### config.mk
export PLATFORM = sky130hd
export DESIGN_NAME = frwd_regs
export DESIGN_NICKNAME = d
export VERILOG_FILES = /design/src/design/frwd_pkg.sv /design/src/design/frwd_fault_timer.sv /design/src/design/frwd_regs.sv
export SDC_FILE = /design/constraint.sdc
export NUM_CORES = 1
export LEC_CHECK = 0
export ABC_AREA = 1
export BUFFER_PORTS_ARGS = -buffer_cell sky130_fd_sc_hd__buf_2
export CORE_AREA = 2 2 169 171
export CTS_BUF_LIST = sky130_fd_sc_hd__clkbuf_2
export CTS_CLUSTER_SIZE = 10
export DETAILED_ROUTE_END_ITERATION = 12
export DIE_AREA = 0 0 171 173
export REMOVE_ABC_BUFFERS = 1
export SLEW_MARGIN = 20
export SYNTH_ARGS = -nofsm -noshare
export SYNTH_HDL_FRONTEND = slang
export SYNTH_HIERARCHICAL = 1
export SYNTH_SLANG_ARGS = --single-unit
### constraint.sdc
create_clock -name clk -period 10.65 [get_ports clk]
set_clock_uncertainty 0.15 [all_clocks]
set_input_delay 2.13 -clock clk [delete_from_list [all_inputs] [get_ports clk]]
set_output_delay 2.13 -clock clk [all_outputs]
set_load 0.01 [all_outputs]
### src/design/frwd_pkg.sv
// Constants for the fault response, watchdog and status register bank
package frwd_pkg;

   // ***************************************************
   // Register offsets
   // ***************************************************
   localparam logic [7:0] ADDR_CHANNEL_CONFIG = 8'h00;
   localparam logic [7:0] ADDR_FAULT_RESPONSE_CONFIG = 8'h01;
   localparam logic [7:0] ADDR_WATCHDOG_TAP_SELECT = 8'h02;
   localparam logic [7:0] ADDR_FAULT_STATUS_ONE = 8'h03;
   localparam logic [7:0] ADDR_FAULT_STATUS_TWO = 8'h04;
   localparam logic [7:0] ADDR_FAULT_STATUS_THREE = 8'h05;

   // ***************************************************
   // Field positions
   // ***************************************************
   localparam int CH1_ENABLE_BIT = 0;
   localparam int CH2_ENABLE_BIT = 2;
   localparam int WD_ENABLE_BIT = 4;
   localparam int LIMP_HOME_BIT = 5;
   localparam int FT_LIMIT_LSB = 6;
   localparam int CH2_THERMAL_SEL_BIT = 5;
   localparam int CH2_HS_SEL_BIT = 4;
   localparam int CH2_LS_SEL_BIT = 3;
   localparam int CH1_THERMAL_SEL_BIT = 2;
   localparam int CH1_HS_SEL_BIT = 1;
   localparam int CH1_LS_SEL_BIT = 0;
   localparam int ST1_CH2_LSB = 4;
   localparam int ST2_CH1_THERMAL_BIT = 2;
   localparam int ST2_CH2_THERMAL_BIT = 5;
   localparam int ST3_EXPIRY_LSB = 4;

   // ***************************************************
   // Reset values
   // ***************************************************
   localparam logic [7:0] CHANNEL_CONFIG_RESET = 8'h10;
   localparam logic [7:0] FAULT_RESPONSE_RESET = 8'h00;
   localparam logic [3:0] TAP_SELECT_RESET = 4'h8;
   localparam logic [7:0] FAULT_STATUS_RESET = 8'h00;

   // ***************************************************
   // Watchdog shape
   // ***************************************************
   localparam int WD_COUNTER_W = 25;
   localparam int WD_TAP_BASE = 16;
   localparam int WD_TAP_MAX = 24;
   localparam logic [1:0] WD_EXPIRY_LIMIT = 2'h3;

   // ***************************************************
   // Timing
   // ***************************************************
   localparam int CLK_PERIOD_NS = 10;
   localparam int FT_BASE_TIME_US = 3600;
   localparam int FT_BASE_CYCLES = (FT_BASE_TIME_US * 1000) / CLK_PERIOD_NS;
   localparam int FT_COUNT_W = 22;
   // Shortest watchdog period, 6.1 ms at counter bit 16
   localparam int WD_MIN_PERIOD_US = 6100;
   localparam int WD_TICK_CYCLES = (WD_MIN_PERIOD_US * 1000) / (CLK_PERIOD_NS * (1 << WD_TAP_BASE));
   localparam int WD_PRE_W = 4;

endpackage

### src/design/frwd_fault_timer.sv
// Per-channel current-limit fault timer for auto-restart
`timescale 1ns/1ps
`default_nettype none

module frwd_fault_timer #(
   parameter int BASE_CYCLES = frwd_pkg::FT_BASE_CYCLES
) (
   // Clock and reset
   input wire logic clk,
   input wire logic rst_n,
   // Control
   input wire logic start,
   input wire logic [1:0] limit_code,
   // Status
   output logic busy
);

   typedef struct packed {
      logic busy;
      logic [frwd_pkg::FT_COUNT_W-1:0] cnt;
   } frwd_ft_state_t;

   frwd_ft_state_t s_r;
   frwd_ft_state_t s_nxt;

   always_comb begin
      s_nxt = s_r;
      if (start) begin
         // Each code step doubles the limit
         s_nxt.busy = 1'b1;
         s_nxt.cnt = (frwd_pkg::FT_COUNT_W'(BASE_CYCLES) << limit_code) - 1'b1;
      end else if (s_r.busy) begin
         if (s_r.cnt == '0) begin
            s_nxt.busy = 1'b0;
         end else begin
            s_nxt.cnt = s_r.cnt - 1'b1;
         end
      end
   end

   always_ff @(posedge clk or negedge rst_n) begin
      if (!rst_n) begin
         s_r <= '0;
      end else begin
         s_r <= s_nxt;
      end
   end

   assign busy = s_r.busy;

endmodule

`default_nettype wire

### src/design/frwd_regs.sv
// Fault response, watchdog tap and read-clear status register bank
`timescale 1ns/1ps
`default_nettype none

module frwd_regs #(
   parameter int FT_BASE_CYCLES = frwd_pkg::FT_BASE_CYCLES
) (
   // Clock and reset
   input wire logic clk,
   input wire logic nrst,
   // Register access from the serial frame logic
   input wire logic [7:0] reg_addr,
   input wire logic [7:0] reg_wdata,
   input wire logic reg_wr,
   input wire logic reg_rd,
   input wire logic rd_resp_done,
   input wire logic txn_valid,
   output logic [7:0] reg_rdata,
   // Fault detectors, asynchronous levels, bit 0 is channel 1
   input wire logic [1:0] det_comp_ov,
   input wire logic [1:0] det_short,
   input wire logic [1:0] det_hs_limit,
   input wire logic [1:0] det_ls_limit,
   input wire logic [1:0] det_thermal,
   // Channel and mode control
   output logic [1:0] channel_run,
   output logic limp_home
);

   // ***************************************************
   // Types and helpers
   // ***************************************************
   typedef struct packed {
      logic [1:0] ch_en;
      logic wd_en;
      logic limp;
      logic [7:0] frc;
      logic [3:0] tap;
      logic [7:0] st1;
      logic [1:0] st2_th;
      logic [1:0] wd_expiries;
      logic [frwd_pkg::WD_COUNTER_W-1:0] wd_ctr;
      logic [frwd_pkg::WD_PRE_W-1:0] wd_pre;
      logic rd_pend;
      logic [7:0] rd_addr;
      logic [7:0] rdata;
      logic [9:0] sync1;
      logic [9:0] sync2;
      logic [9:0] prev;
      logic [1:0] run;
   } frwd_state_t;

   // Counter bit that ends a watchdog period
   function automatic logic [4:0] frwd_tap_bit(input logic [3:0] code);
      if (code[3]) begin
         return 5'(frwd_pkg::WD_TAP_MAX);
      end
      return 5'(frwd_pkg::WD_TAP_BASE) + {2'b00, code[2:0]};
   endfunction

   // Pending read completes on this status register
   function automatic logic frwd_clear_hit(input logic done, input logic pend,
                                          input logic [7:0] pend_addr, input logic [7:0] addr);
      return done && pend && (pend_addr == addr);
   endfunction

   // Write strobe aimed at one register
   function automatic logic frwd_wr_hit(input logic wr, input logic [7:0] addr, input logic [7:0] target);
      return wr && (addr == target);
   endfunction

   // ***************************************************
   // Reset release
   // ***************************************************
   logic [1:0] rst_sync_r;
   logic rst_n;

   always_ff @(posedge clk or negedge nrst) begin
      if (!nrst) begin
         rst_sync_r <= 2'b00;
      end else begin
         rst_sync_r <= {rst_sync_r[0], 1'b1};
      end
   end

   assign rst_n = rst_sync_r[1];

   // ***************************************************
   // State
   // ***************************************************
   frwd_state_t s_r;
   frwd_state_t s_nxt;

   // Synchronised detector levels, grouped per kind
   logic [1:0] cov;
   logic [1:0] shrt;
   logic [1:0] hs;
   logic [1:0] ls;
   logic [1:0] th;
   logic [1:0] hs_rise;
   logic [1:0] ls_rise;
   logic [1:0] th_rise;

   assign cov = s_r.sync2[1:0];
   assign shrt = s_r.sync2[3:2];
   assign hs = s_r.sync2[5:4];
   assign ls = s_r.sync2[7:6];
   assign th = s_r.sync2[9:8];
   assign hs_rise = hs & ~s_r.prev[5:4];
   assign ls_rise = ls & ~s_r.prev[7:6];
   assign th_rise = th & ~s_r.prev[9:8];

   // Per-channel latch selections and shared fault timer limit
   logic [1:0] th_latch_sel;
   logic [1:0] hs_latch_sel;
   logic [1:0] ls_latch_sel;
   logic [1:0] fault_timer_limit;

   assign th_latch_sel = {s_r.frc[frwd_pkg::CH2_THERMAL_SEL_BIT], s_r.frc[frwd_pkg::CH1_THERMAL_SEL_BIT]};
   assign hs_latch_sel = {s_r.frc[frwd_pkg::CH2_HS_SEL_BIT], s_r.frc[frwd_pkg::CH1_HS_SEL_BIT]};
   assign ls_latch_sel = {s_r.frc[frwd_pkg::CH2_LS_SEL_BIT], s_r.frc[frwd_pkg::CH1_LS_SEL_BIT]};
   assign fault_timer_limit = s_r.frc[frwd_pkg::FT_LIMIT_LSB +: 2];

   // ***************************************************
   // Fault timers
   // ***************************************************
   logic [1:0] timer_start;
   logic [1:0] timer_busy;
   logic [1:0] latch_event;

   genvar g;
   generate
      for (g = 0; g < 2; g++) begin : gen_ch
         // Auto-restart current limits arm the timer; latch selections kill the channel
         assign timer_start[g] = (hs_rise[g] & ~hs_latch_sel[g]) | (ls_rise[g] & ~ls_latch_sel[g]);
         assign latch_event[g] = (hs_rise[g] & hs_latch_sel[g]) | (ls_rise[g] & ls_latch_sel[g])
                                 | (th_rise[g] & th_latch_sel[g]);

         frwd_fault_timer #(
            .BASE_CYCLES(FT_BASE_CYCLES)
         ) u_timer (
            .clk(clk),
            .rst_n(rst_n),
            .start(timer_start[g]),
            .limit_code(fault_timer_limit),
            .busy(timer_busy[g])
         );
      end
   endgenerate

   // ***************************************************
   // Status conditions
   // ***************************************************
   logic [7:0] st1_cond;
   logic [1:0] ch_fault;

   // Bits 3..0 per channel: ls, hs, short, comp-ov
   assign st1_cond = {ls[1], hs[1], shrt[1], cov[1], ls[0], hs[0], shrt[0], cov[0]};
   assign ch_fault = {|s_r.st1[frwd_pkg::ST1_CH2_LSB +: 4] | s_r.st2_th[1],
                      |s_r.st1[0 +: 4] | s_r.st2_th[0]};

   // ***************************************************
   // Read data
   // ***************************************************
   logic [7:0] rd_mux;

   always_comb begin
      rd_mux = 8'h00;
      unique case (reg_addr)
         frwd_pkg::ADDR_CHANNEL_CONFIG: begin
            rd_mux[frwd_pkg::CH1_ENABLE_BIT] = s_r.ch_en[0];
            rd_mux[frwd_pkg::CH2_ENABLE_BIT] = s_r.ch_en[1];
            rd_mux[frwd_pkg::WD_ENABLE_BIT] = s_r.wd_en;
            rd_mux[frwd_pkg::LIMP_HOME_BIT] = s_r.limp;
         end
         frwd_pkg::ADDR_FAULT_RESPONSE_CONFIG: begin
            rd_mux = s_r.frc;
         end
         frwd_pkg::ADDR_WATCHDOG_TAP_SELECT: begin
            rd_mux = {4'h0, s_r.tap};
         end
         frwd_pkg::ADDR_FAULT_STATUS_ONE: begin
            rd_mux = s_r.st1;
         end
         frwd_pkg::ADDR_FAULT_STATUS_TWO: begin
            rd_mux[frwd_pkg::ST2_CH1_THERMAL_BIT] = s_r.st2_th[0];
            rd_mux[frwd_pkg::ST2_CH2_THERMAL_BIT] = s_r.st2_th[1];
         end
         frwd_pkg::ADDR_FAULT_STATUS_THREE: begin
            rd_mux[frwd_pkg::ST3_EXPIRY_LSB +: 2] = s_r.wd_expiries;
            rd_mux[1:0] = ch_fault;
         end
         default: begin
            rd_mux = 8'h00;
         end
      endcase
   end

   // ***************************************************
   // Next state
   // ***************************************************
   logic clr1;
   logic clr2;
   logic clr3;
   logic wd_tick;
   logic wd_expire;
   logic [1:0] expiry_base;
   logic wr_cfg;

   always_comb begin
      s_nxt = s_r;

      // Detector synchronisers; first stage feeds only the second
      s_nxt.sync1 = {det_thermal, det_ls_limit, det_hs_limit, det_short, det_comp_ov};
      s_nxt.sync2 = s_r.sync1;
      s_nxt.prev = s_r.sync2;

      // Clears land on the response transfer, not the command
      clr1 = frwd_clear_hit(rd_resp_done, s_r.rd_pend, s_r.rd_addr, frwd_pkg::ADDR_FAULT_STATUS_ONE);
      clr2 = frwd_clear_hit(rd_resp_done, s_r.rd_pend, s_r.rd_addr, frwd_pkg::ADDR_FAULT_STATUS_TWO);
      clr3 = frwd_clear_hit(rd_resp_done, s_r.rd_pend, s_r.rd_addr, frwd_pkg::ADDR_FAULT_STATUS_THREE);

      // Live condition re-sets the bit, so a persisting cause survives the read
      s_nxt.st1 = st1_cond | (s_r.st1 & ~{8{clr1}});
      s_nxt.st2_th = th | (s_r.st2_th & ~{2{clr2}});

      // Read command captures data; response end retires the pending read
      if (rd_resp_done) begin
         s_nxt.rd_pend = 1'b0;
      end
      if (reg_rd) begin
         s_nxt.rd_pend = 1'b1;
         s_nxt.rd_addr = reg_addr;
         s_nxt.rdata = rd_mux;
      end

      // Register writes
      wr_cfg = frwd_wr_hit(reg_wr, reg_addr, frwd_pkg::ADDR_CHANNEL_CONFIG);
      if (wr_cfg) begin
         s_nxt.ch_en[0] = reg_wdata[frwd_pkg::CH1_ENABLE_BIT];
         s_nxt.ch_en[1] = reg_wdata[frwd_pkg::CH2_ENABLE_BIT];
         s_nxt.wd_en = reg_wdata[frwd_pkg::WD_ENABLE_BIT];
         s_nxt.limp = reg_wdata[frwd_pkg::LIMP_HOME_BIT];
      end
      if (frwd_wr_hit(reg_wr, reg_addr, frwd_pkg::ADDR_FAULT_RESPONSE_CONFIG)) begin
         s_nxt.frc = reg_wdata;
      end
      if (frwd_wr_hit(reg_wr, reg_addr, frwd_pkg::ADDR_WATCHDOG_TAP_SELECT)) begin
         s_nxt.tap = reg_wdata[3:0];
      end

      // Latch-off beats a same-cycle host re-enable
      s_nxt.ch_en = s_nxt.ch_en & ~latch_event;

      // Watchdog prescaler and counter
      wd_tick = (s_r.wd_pre == frwd_pkg::WD_PRE_W'(frwd_pkg::WD_TICK_CYCLES - 1));
      wd_expire = 1'b0;
      if (!s_r.wd_en || txn_valid) begin
         s_nxt.wd_pre = '0;
         s_nxt.wd_ctr = '0;
      end else if (wd_tick) begin
         s_nxt.wd_pre = '0;
         if (s_r.wd_ctr[frwd_tap_bit(s_r.tap)]) begin
            wd_expire = 1'b1;
            s_nxt.wd_ctr = '0;
         end else begin
            s_nxt.wd_ctr = s_r.wd_ctr + 1'b1;
         end
      end else begin
         s_nxt.wd_pre = s_r.wd_pre + 1'b1;
      end

      // Expiry count; a same-cycle expiry outlives the read clear
      expiry_base = clr3 ? 2'b00 : s_r.wd_expiries;
      s_nxt.wd_expiries = expiry_base;
      if (wd_expire && (expiry_base != frwd_pkg::WD_EXPIRY_LIMIT)) begin
         s_nxt.wd_expiries = expiry_base + 1'b1;
         if (expiry_base + 1'b1 == frwd_pkg::WD_EXPIRY_LIMIT) begin
            s_nxt.limp = 1'b1;
         end
      end

      // Channel run: enabled, not in restart hold, not over temperature
      s_nxt.run = s_nxt.ch_en & ~timer_busy & ~th;
   end

   // ***************************************************
   // Registers
   // ***************************************************
   always_ff @(posedge clk or negedge rst_n) begin
      if (!rst_n) begin
         s_r.ch_en <= 2'b00;
         s_r.wd_en <= frwd_pkg::CHANNEL_CONFIG_RESET[frwd_pkg::WD_ENABLE_BIT];
         s_r.limp <= frwd_pkg::CHANNEL_CONFIG_RESET[frwd_pkg::LIMP_HOME_BIT];
         s_r.frc <= frwd_pkg::FAULT_RESPONSE_RESET;
         s_r.tap <= frwd_pkg::TAP_SELECT_RESET;
         s_r.st1 <= frwd_pkg::FAULT_STATUS_RESET;
         s_r.st2_th <= 2'b00;
         s_r.wd_expiries <= 2'b00;
         s_r.wd_ctr <= '0;
         s_r.wd_pre <= '0;
         s_r.rd_pend <= 1'b0;
         s_r.rd_addr <= 8'h00;
         s_r.rdata <= 8'h00;
         s_r.sync1 <= '0;
         s_r.sync2 <= '0;
         s_r.prev <= '0;
         s_r.run <= 2'b00;
      end else begin
         s_r <= s_nxt;
      end
   end

   // ***************************************************
   // Outputs
   // ***************************************************
   assign reg_rdata = s_r.rdata;
   assign channel_run = s_r.run;
   assign limp_home = s_r.limp;

endmodule

`default_nettype wire

==> flow_metrics.tcl, run 1 <==
set metrics [dict create \
    drt_pre_antenna_iters 5 \
    min_path_type "reg2async" \
    numCtsBuffers 17 \
    area_growth_pct 9.33 \
    slew_headroom_pct 40.3 \
    dieArea_um2 29600 \
    dieWidth_um 171 \
    yosysTopAreaCell "dfrtp_1" \
    timing.final.hold_violations 0 \
    ioPinCount 43 \
    cts_tree "built" \
    tightest_slew_ns 0.893 \
    clk_latency_ns 0.74 \
    max_freq_ghz 0.274 \
    gr-usage-met2_pct 22.4 \
    synth_edf_count 0 \
    drc 0 \
    drive_gt1_share_pct 12.6 \
    crit_path_max_incr_delay_ns 0.48 \
    cts_resized 0 \
    wirelength_um 19900 \
    synth.distinct_cells 45 \
    dieHeight_um 173 \
    p_leak_nw 4.22 \
    rr_startpoint "s_r[49]$_DFF_PN0_" \
    crit_buf_inv 1 \
    cp_num_cells 1 \
    setup_viol 0 \
    syn_area_um2 8230 \
    tns_ns 0 \
    row_count 61 \
    p_per_area_nw_per_um2 118 \
    path_cells "buf_2" \
    clockRootBuffer "clkbuf_2" \
    portBuffers 42 \
    drtIter0Drc 531 \
    ys_seq_area_share_pct 45.6 \
    cts_setup_buffers 0 \
    gr-total-overflow 0 \
    grt_max_degree 61 \
    track_usage_pct 14.0 \
    cp_top_family "flip-flops" \
    worstSetupEndpointType "output port" \
    holdBufCountCts 0 \
    outcome "finished, final reports clean" \
    dp_hpwl_um 14500 \
    via_per_inst 4.59 \
    avgSynthCellArea_um2 7.60 \
    crit_start "limp_home$_DFF_PN0_" \
    grt_pass1_wl_um 33500 \
    cts_sinks 150 \
    endpoint "limp_home" \
    crit_slowest_cell "dfrtp_1" \
    ys.flop_type "dfrtp_1" \
    multi_input_area_um2 3770 \
    placed_area_um2 8740 \
    vias 6930 \
    cts.clk_slew.worst_paths_ns 0.26 \
    worstReg2RegEnd "s_r[62]$_DFFE_PN0P_" \
    fin_area_um2 9000 \
    num-fill-cells 2987 \
    grt_pass1_vias 6683 \
    critPathArrivalTime_ns 1.38 \
    htreeDepth 4 \
    final_nets 1160 \
    cp_data_required_time_ns 8.37 \
    ir_drop_v 0.0000591 \
    min_period_ns 3.66 \
    ys_seq_elements 150 \
    worstRegToRegCells 8 \
    initial_core_util_pct 29.8 \
    use_met3_pct 2.91 \
    async_flop_share_pct 100 \
    wl_per_cell_um 13.2 \
    crit_fanout 3 \
    ys_warn_count 6 \
    met1_usage_pct 19.4 \
    ant_nets 0 \
    crit_type "reg2out" \
    seqCellArea_um2 3760 \
    rsz0062_at_grt "no" \
    antenna_found_initial 1 \
    critPathLaunchType "flop" \
    clk_path_buf_depth 2 \
    syn_inst 1083 \
    synth_top_area_share_pct 45.0 \
    busiest_layer "met2" \
    cap_viol_max_count 0 \
    slew_violations 0 \
    core_um2 27600 \
    gp_congestion 0.862 \
    period_share_pct 34.3 \
    reg2reg_slack_ns 7.86 \
    synth_top_cells_by_area "dfrtp_1, nand2_1, nand3_1" \
]
==> where the power goes <==
| part | internal [mW] | leakage (nW) | switching, mW |
|---|---|---|---|
| combinational | 0.0318 | 2.27 | 0.0653 |
| sequential | 0.594 | 1.80 | 0.0238 |
| clock | 0.114 | 0.144 | 0.237 |
| total | 0.740 | 4.22 | 0.326 |
==> kinds of logic after synthesis <==
family	share of synthesized area (%)
buffers and inverters	8.62
other	0.0456
DFF	45.6
xor gates and xnor gates	0.958
AOI/OAI and AO/OA	8.86
and+or+nand+nor	34.5
adders and majority gates	1.37
==> cell type report <==
type	instances	share of cell area [%]
repair buffers	46	2.67
clock inverters	15	1.88
well taps	378	5.26
diodes	1	0.0278
multi-input cells	770	41.8
inverters	134	5.60
clock buffers	17	0.945
flip-flops and latches	150	41.8
==> per-layer routing <==
metal / wire length, µm / vias to the layer above / share of wire (%)
li1: - / 3535 / -
met1: 9830 / 3259 / 49
met2: 9150 / 125 / 46
met3: 756 / 11 / 3.8
met4: 203 / 0 / 1.0
met5: 0 / - / 0
==> worst min-delay path by stage <==
stage / slack (ns) / from / cells after the start / end
3_3_place_gp: 0.14 / rst_sync_r[1]$_DFF_PN0_ / 0 / s_nxt[20]$_DFF_PN0_
5_1_grt: 0.18 / rst_sync_r[1]$_DFF_PN0_ / 0 / s_nxt[20]$_DFF_PN0_
6_report: 0.13 / rst_sync_r[1]$_DFF_PN0_ / 0 / s_nxt[20]$_DFF_PN0_
3_5_place_dp: 0.14 / rst_sync_r[1]$_DFF_PN0_ / 0 / s_nxt[20]$_DFF_PN0_
4_1_cts: 0.16 / rst_sync_r[1]$_DFF_PN0_ / 0 / s_nxt[20]$_DFF_PN0_
2_1_floorplan: 0.18 / s_nxt[12]$_DFF_PN0_ / 0 / cov[0]$_DFF_PN0_
==> per-stage QoR <==
stage                     util [%]  setup WS, ns  instances  hold WS (ns)  power (mW)
after floorplan                  -          6.01       1054         0.181       0.687
after global placement        31.6          6.47       1478         0.139       0.724
after detailed placement      31.6          6.43       1478         0.142       0.726
after CTS                     32.6          6.93       1510         0.161        1.08
after global routing          32.6          6.89       1511         0.180        1.12
final                         32.6          6.99       1511         0.131        1.07
==> Yosys cell counts (2+ instances only) <==
cell	instances
clkbuf_1	5
nand3_1	97
o211ai_1	11
nand3b_1	16
and2_1	4
a21oi_2	2
a21boi_2	2
nor2_2	9
nand2_4	4
a21oi_1	44
nand3_2	5
nor3_2	2
o21bai_1	11
buf_4	14
a31oi_1	2
nor3_1	9
ha_1	9
dfrtp_1	148
nor3b_1	3
o21ai_0	34
nand2_2	10
buf_2	5
nand2_1	314
buf_6	5
nor2_1	122
o21ai_1	8
inv_1	123
nor2_4	9
xor2_1	5
xnor2_1	4
dfstp_2	2
inv_2	9
nand4_1	19
o21ai_2	6
==> flip-flops by register name (all words and copies together) (netlist names) <==
name / count
hs: 2
hs_latch_sel: 2
gen_ch.u_timer/s_r: 44
channel_run: 2
ls_latch_sel: 2
cov: 2
fault_timer_limit: 2
ls: 2
s_nxt: 14
gen_ch.u_timer/busy: 2
rst_sync_r: 2
limp_home: 1
reg_rdata: 8
s_r: 65
==> cells in the final DEF (no fill, tap or decap), types with 4 or more instances in the layout <==
cell type,count
buf_4,4
and2_1,4
clkbuf_2,17
nand2_4,4
ha_1,9
nand3_1,97
nand3_2,5
xor2_1,5
a21oi_1,44
inv_1,123
xnor2_1,4
nor2_1,122
dfrtp_1,147
nand2_2,10
o21ai_1,8
inv_6,5
o21ai_2,6
nand2_1,314
o21ai_0,34
nand4_1,19
buf_2,42
nor2_4,9
nor3_1,9
o211ai_1,11
nor2_2,9
inv_2,9
nand3b_1,16
o21bai_1,11
Note: power is estimated with default switching activity, not from simulation.
==> run 2: changes to the inputs <==
==> constraint.sdc (replaced) <==
create_clock -name clk -period 3.5 [get_ports clk]
set_clock_uncertainty 0.15 [all_clocks]
set_input_delay 0.7 -clock clk [delete_from_list [all_inputs] [get_ports clk]]
set_output_delay 0.7 -clock clk [all_outputs]
set_load 0.01 [all_outputs]
==> run 2 against run 1 <==
  * Final area up 2.1%
  * Global-route usage is 0.11 points higher
  * Routed wire length fell by 0.61%
  * Worst hold slack lost 0.080 ns
  * Flip-flop and latch count unchanged
  * Sequential power grew to 3.0 times the previous value
  * Critical path type is now reg2reg
  * Largest cell class unchanged
==> flow_metrics.tcl, run 2 (same netlist as run 1, synthesis figures left out) <==
set metrics [dict create \
    crit_type "reg2reg" \
    critPathLaunchType "flop" \
    final_nets 1177 \
    clk_latency_ns 0.73 \
    vias 6951 \
    cts.clk_slew.worst_paths_ns 0.25 \
    num-fill-cells 2972 \
    crit_fanout 15 \
    mostFrequentLayoutCells "nand2_1, dfrtp_1, inv_1, nor2_1, nand3_1" \
    slew_headroom_pct 35.8 \
    initial_core_util_pct 29.8 \
    holdWs_ns 0.0505 \
    crit_slowest_cell "o22ai_1" \
    wl_per_cell_um 13.0 \
    top_register "s_r" \
    cts_resized 0 \
    dieWidth_um 171 \
    setup_viol 0 \
    antenna_found_initial 1 \
    drtIter0Drc 562 \
    drc 0 \
    crit_path_max_incr_delay_ns 0.49 \
    row_count 61 \
    cts_setup_buffers 0 \
    gp_congestion 0.880 \
    drt_pre_antenna_iters 5 \
    timing.final.hold_violations 0 \
    ioPinCount 43 \
    cts_tree "built" \
    crit_buf_inv 2 \
    path_cells "inv_1, nand2_1, o22ai_1, inv_1, nand4_1, nand2_1, nor2_1, a21oi_1" \
    cts_sinks 150 \
    cp_top_family "simple AND/OR/NAND/NOR gates" \
    cp_data_required_time_ns 3.98 \
    area_growth_pct 11.7 \
    dieHeight_um 173 \
    dp_hpwl_um 14300 \
    holdBufCountCts 15 \
    grt_max_degree 126 \
    drive_gt1_share_pct 12.2 \
    ant_nets 0 \
    critPathArrivalTime_ns 2.92 \
    slew_violations 0 \
    cap_viol_max_count 0 \
    htreeDepth 4 \
    largest_register_ffs 65 \
    via_per_inst 4.55 \
    tightest_slew_ns 0.955 \
    dieArea_um2 29600 \
    dp_slack_ns 1.07 \
    core_um2 27600 \
    p_per_area_nw_per_um2 356 \
    portBuffers 42 \
    grt_pass1_wl_um 33400 \
    clockRootBuffer "clkbuf_2" \
    finalPower_mw 3.27 \
    max_freq_ghz 0.409 \
    track_usage_pct 14.1 \
    rsz0062_at_grt "no" \
    worstSetupEndpointType "flop" \
    clk_path_buf_depth 2 \
    min_path_type "reg2async" \
    ir_drop_v 0.000208 \
    p_leak_nw 4.30 \
    grt_pass1_vias 6583 \
    mostFrequentLayoutCell "nand2_1" \
    wirelength_um 19800 \
    gr-total-overflow 0 \
    numCtsBuffers 17 \
    outcome "finished, final reports clean" \
    min_period_ns 2.45 \
    period_share_pct 69.9 \
    fin_ws_ns 1.05 \
]
run 2: cell count changes in the layout (fill, tap and decap cells not counted), sizes merged:
cell,delta
dlygate4sd3,+18
inv,-2
bufinv,+1
buf,-1
run 2: cell type report:
class	count	area [µm²]	share of cell area (%)
multi-input combinational	770	3770	41.0
sequential	150	3760	40.9
inverter	134	504	5.49
tap	378	473	5.14
timing repair buffer	63	425	4.63
clock inverter	14	176	1.92
clock buffer	17	85.1	0.926
antenna	1	2.50	0.0272
run 2: layer usage:
layer	wire length, µm	vias up	GRT usage (%)
li1	-	3557	-
met1	9700	3251	19.6
met2	9030	117	21.6
met3	748	26	3.02
met4	345	0	4.56
met5	0	-	0
run 2: worst reg2reg max path: cells and delay by family, from the launching register on:
| kind | cells | cell delay (ns) |
|---|---|---|
| buffers and inverters | 2 | 0.47 |
| DFF | 1 | 0.40 |
| and+or+nand+nor | 4 | 0.76 |
| AOI/OAI and AO/OA | 2 | 0.59 |
run 2: metrics by stage:
stage	cells	util, %	setup TNS (ns)	cell area (µm²)
floorplan	1054	-	-165.76	8030
global placement	1477	31.7	0	8750
finish	1527	33.3	0	9190
detailed placement	1477	31.7	0	8750
CTS	1523	33.2	0	9160
global route	1527	33.3	0	9190
run 2: path summary, 6_finish.rpt:
check	cells after the start	slack, ns	end	startpoint
worst max-delay path	8	1.05	gen_ch[0].u_timer/s_r[8]$_DFFE_PN0P_	s_r[6]$_DFF_PN0_
worst min-delay path	0	0.05	s_r[59]$_DFFE_PN0P_	rst_sync_r[1]$_DFF_PN0_
worst max register to register	8	1.05	gen_ch[0].u_timer/s_r[8]$_DFFE_PN0P_	s_r[6]$_DFF_PN0_
worst min register to register	0	0.05	s_r[59]$_DFFE_PN0P_	rst_sync_r[1]$_DFF_PN0_
max in group asynchronous	1	2.15	ls_latch_sel[1]$_DFFE_PN0P_	rst_sync_r[1]$_DFF_PN0_
min in group clk	3	0.08	s_r[96]$_DFFE_PN0P_	reg_wdata[2]
run 2: power by group:
part,internal [mW],switching [mW]
combinational,0.110,0.201
sequential,1.81,0.0701
clock,0.404,0.678
total,2.32,0.949
==> run 3: changes to the inputs <==
==> constraint.sdc (replaced) <==
create_clock -name clk -period 2.14 [get_ports clk]
set_clock_uncertainty 0.15 [all_clocks]
set_input_delay 0.428 -clock clk [delete_from_list [all_inputs] [get_ports clk]]
set_output_delay 0.428 -clock clk [all_outputs]
set_load 0.01 [all_outputs]
==> run 3 against run 2 <==
  * Worst setup slack worse by 0.99 ns
  * Core utilization is 1.8 points higher
  * Sequential share of layout area shrank 2.1 points
  * Worst hold slack gained 0.062 ns
  * Largest cell class unchanged
==> flow_metrics.tcl, run 3 (same netlist as run 1, synthesis figures left out) <==
set metrics [dict create \
    dieWidth_um 171 \
    placed_cells 1501 \
    initial_core_util_pct 29.8 \
    outcome "finished, final reports clean" \
    ir_drop_v 0.000270 \
    use_met3_pct 2.82 \
    crit_type "in2reg" \
    min_path_type "reg2async" \
    cap_viol_max_count 0 \
    wirelength_um 20400 \
    worstSetupEndpointType "flop" \
    timing.final.hold_violations 0 \
    worstRegToRegCells 11 \
    cts.clk_slew.worst_paths_ns 0.25 \
    critPathArrivalTime_ns 2.57 \
    core_um2 27600 \
    fin_area_um2 9690 \
    busiest_layer "met2" \
    netSwitchingPower_mw 1.55 \
    gp_congestion 0.869 \
    power.internal_mw 3.74 \
    grt_pass1_wl_um 34500 \
    gr-total-overflow 0 \
    dp_slack_ns -0.0335 \
    slew_headroom_pct 64.8 \
    largest_register_ffs 65 \
    gr-usage-met2_pct 22.6 \
    drc 0 \
    final_cells 1578 \
    final_nets 1227 \
    finalPower_mw 5.29 \
    slew_violations 0 \
    rr_startpoint "s_r[45]$_DFFE_PN0P_" \
    critPathLaunchType "input pin" \
    reg2reg_slack_ns 0.19 \
    dieArea_um2 29600 \
    met1_usage_pct 19.9 \
    worstReg2RegEnd "s_r[79]$_DFF_PN0_" \
    p_leak_nw 4.55 \
    min_period_ns 2.08 \
    p_sw_share_pct 29.3 \
    grt_max_degree 57 \
    htreeDepth 4 \
    area_growth_pct 17.7 \
    track_usage_pct 14.4 \
    period_share_pct 97.1 \
    mostFrequentLayoutCell "nand2_1" \
    fin_ws_ns 0.0626 \
    p_comb_share_pct 11.0 \
    clk_path_buf_depth 2 \
    drtIter0Drc 516 \
    vias 7207 \
    cts_sinks 150 \
    placed_area_um2 8980 \
    portBuffers 42 \
    dieHeight_um 173 \
    tns_ns 0 \
    drt_pre_antenna_iters 6 \
    mostFrequentLayoutCells "nand2_1, dfrtp_1, inv_1, nor2_1, nand3_1" \
    via_per_inst 4.57 \
    grt_pass1_vias 6926 \
    max_freq_ghz 0.481 \
    wl_per_cell_um 12.9 \
    drive_gt1_share_pct 14.3 \
    cp_data_required_time_ns 2.64 \
    top_register "s_r" \
    setup_viol 0 \
    rsz0062_at_grt "no" \
    crit_fanout 24 \
    p_per_area_nw_per_um2 546 \
    ioPinCount 43 \
    cts_tree "built" \
    clk_latency_ns 0.72 \
    clkPwrFrac_pct 30.8 \
    numCtsBuffers 17 \
    row_count 61 \
    power_frac_seq_pct 58.2 \
    tightest_slew_ns 0.523 \
    clockRootBuffer "clkbuf_2" \
    dp_hpwl_um 15100 \
    antenna_found_initial 1 \
    ant_nets 0 \
]
[run 3: changes by cell type in the layout (fill, tap and decap cells not counted), moves of 3 or more]
cell,delta
dlygate4sd3_1,+25
clkinvlp_4,-3
clkinv_2,+3
buf_4,+21
buf_12,+4
clkinv_4,+3
[run 3: worst max path at each step]
stage / from / cells after the start / end
6_report: reg_rd / 7 / s_r[43]$_DFFE_PN0P_
3_3_place_gp: s_r[46]$_DFFE_PN0P_ / 11 / s_r[79]$_DFF_PN0_
5_1_grt: s_r[45]$_DFFE_PN0P_ / 11 / s_r[79]$_DFF_PN0_
2_1_floorplan: rst_sync_r[1]$_DFF_PN0_ / 0 / channel_run[0]$_DFF_PN0_
4_1_cts: s_r[46]$_DFFE_PN0P_ / 11 / s_r[79]$_DFF_PN0_
3_5_place_dp: s_r[46]$_DFFE_PN0P_ / 11 / s_r[79]$_DFF_PN0_
[run 3: critical path: stages]
cell and delay [ns]:
dlygate4sd3_1 0.53, buf_2 0.13, buf_4 0.20, nand2_1 0.10, dlygate4sd3_1 0.54, o21ai_0 0.08, dlygate4sd3_1 0.57
[run 3: layout make-up]
type	instances	area, µm²
fill	2949	17900
multi-input combinational	770	3790
sequential	150	3760
timing repair buffer	113	913
inverter	134	504
tap	378	473
clock inverter	15	154
clock buffer	17	85.1
antenna	1	2.50
[run 3: stage by stage]
step,hold WS (ns),util [%]
2_1_floorplan,-0.0176,-
3_3_place_gp,0.0668,32.5
3_5_place_dp,0.0663,32.5
4_1_cts,0.121,34.9
5_1_grt,0.0824,35.1
6_report,0.112,35.1
[run 3: repair_timing]
action / in CTS / in global routing
gates resized for setup: 1 / 7
hold endpoints to repair: 49 / 0
hold buffers: 43 / 0
pin swaps: 0 / 5
setup endpoints to repair: 2 / 10
gates cloned: 0 / 0
buffers inserted: 0 / 1
[run 3: layer usage]
layer | wire length, µm | share of wire (%)
met5 | 0 | 0
met4 | 395 | 1.9
met3 | 716 | 3.5
met2 | 9310 | 46
met1 | 9980 | 49
[run 3: power groups by stage]
stage                     logic [mW]  registers [mW]  clock network, mW
after floorplan                0.299            3.12                  0
after global placement         0.514            3.12                  0
after detailed placement       0.525            3.12                  0
after CTS                      0.587            3.08               1.71
after global routing           0.669            3.10               1.85
final                          0.584            3.08               1.63
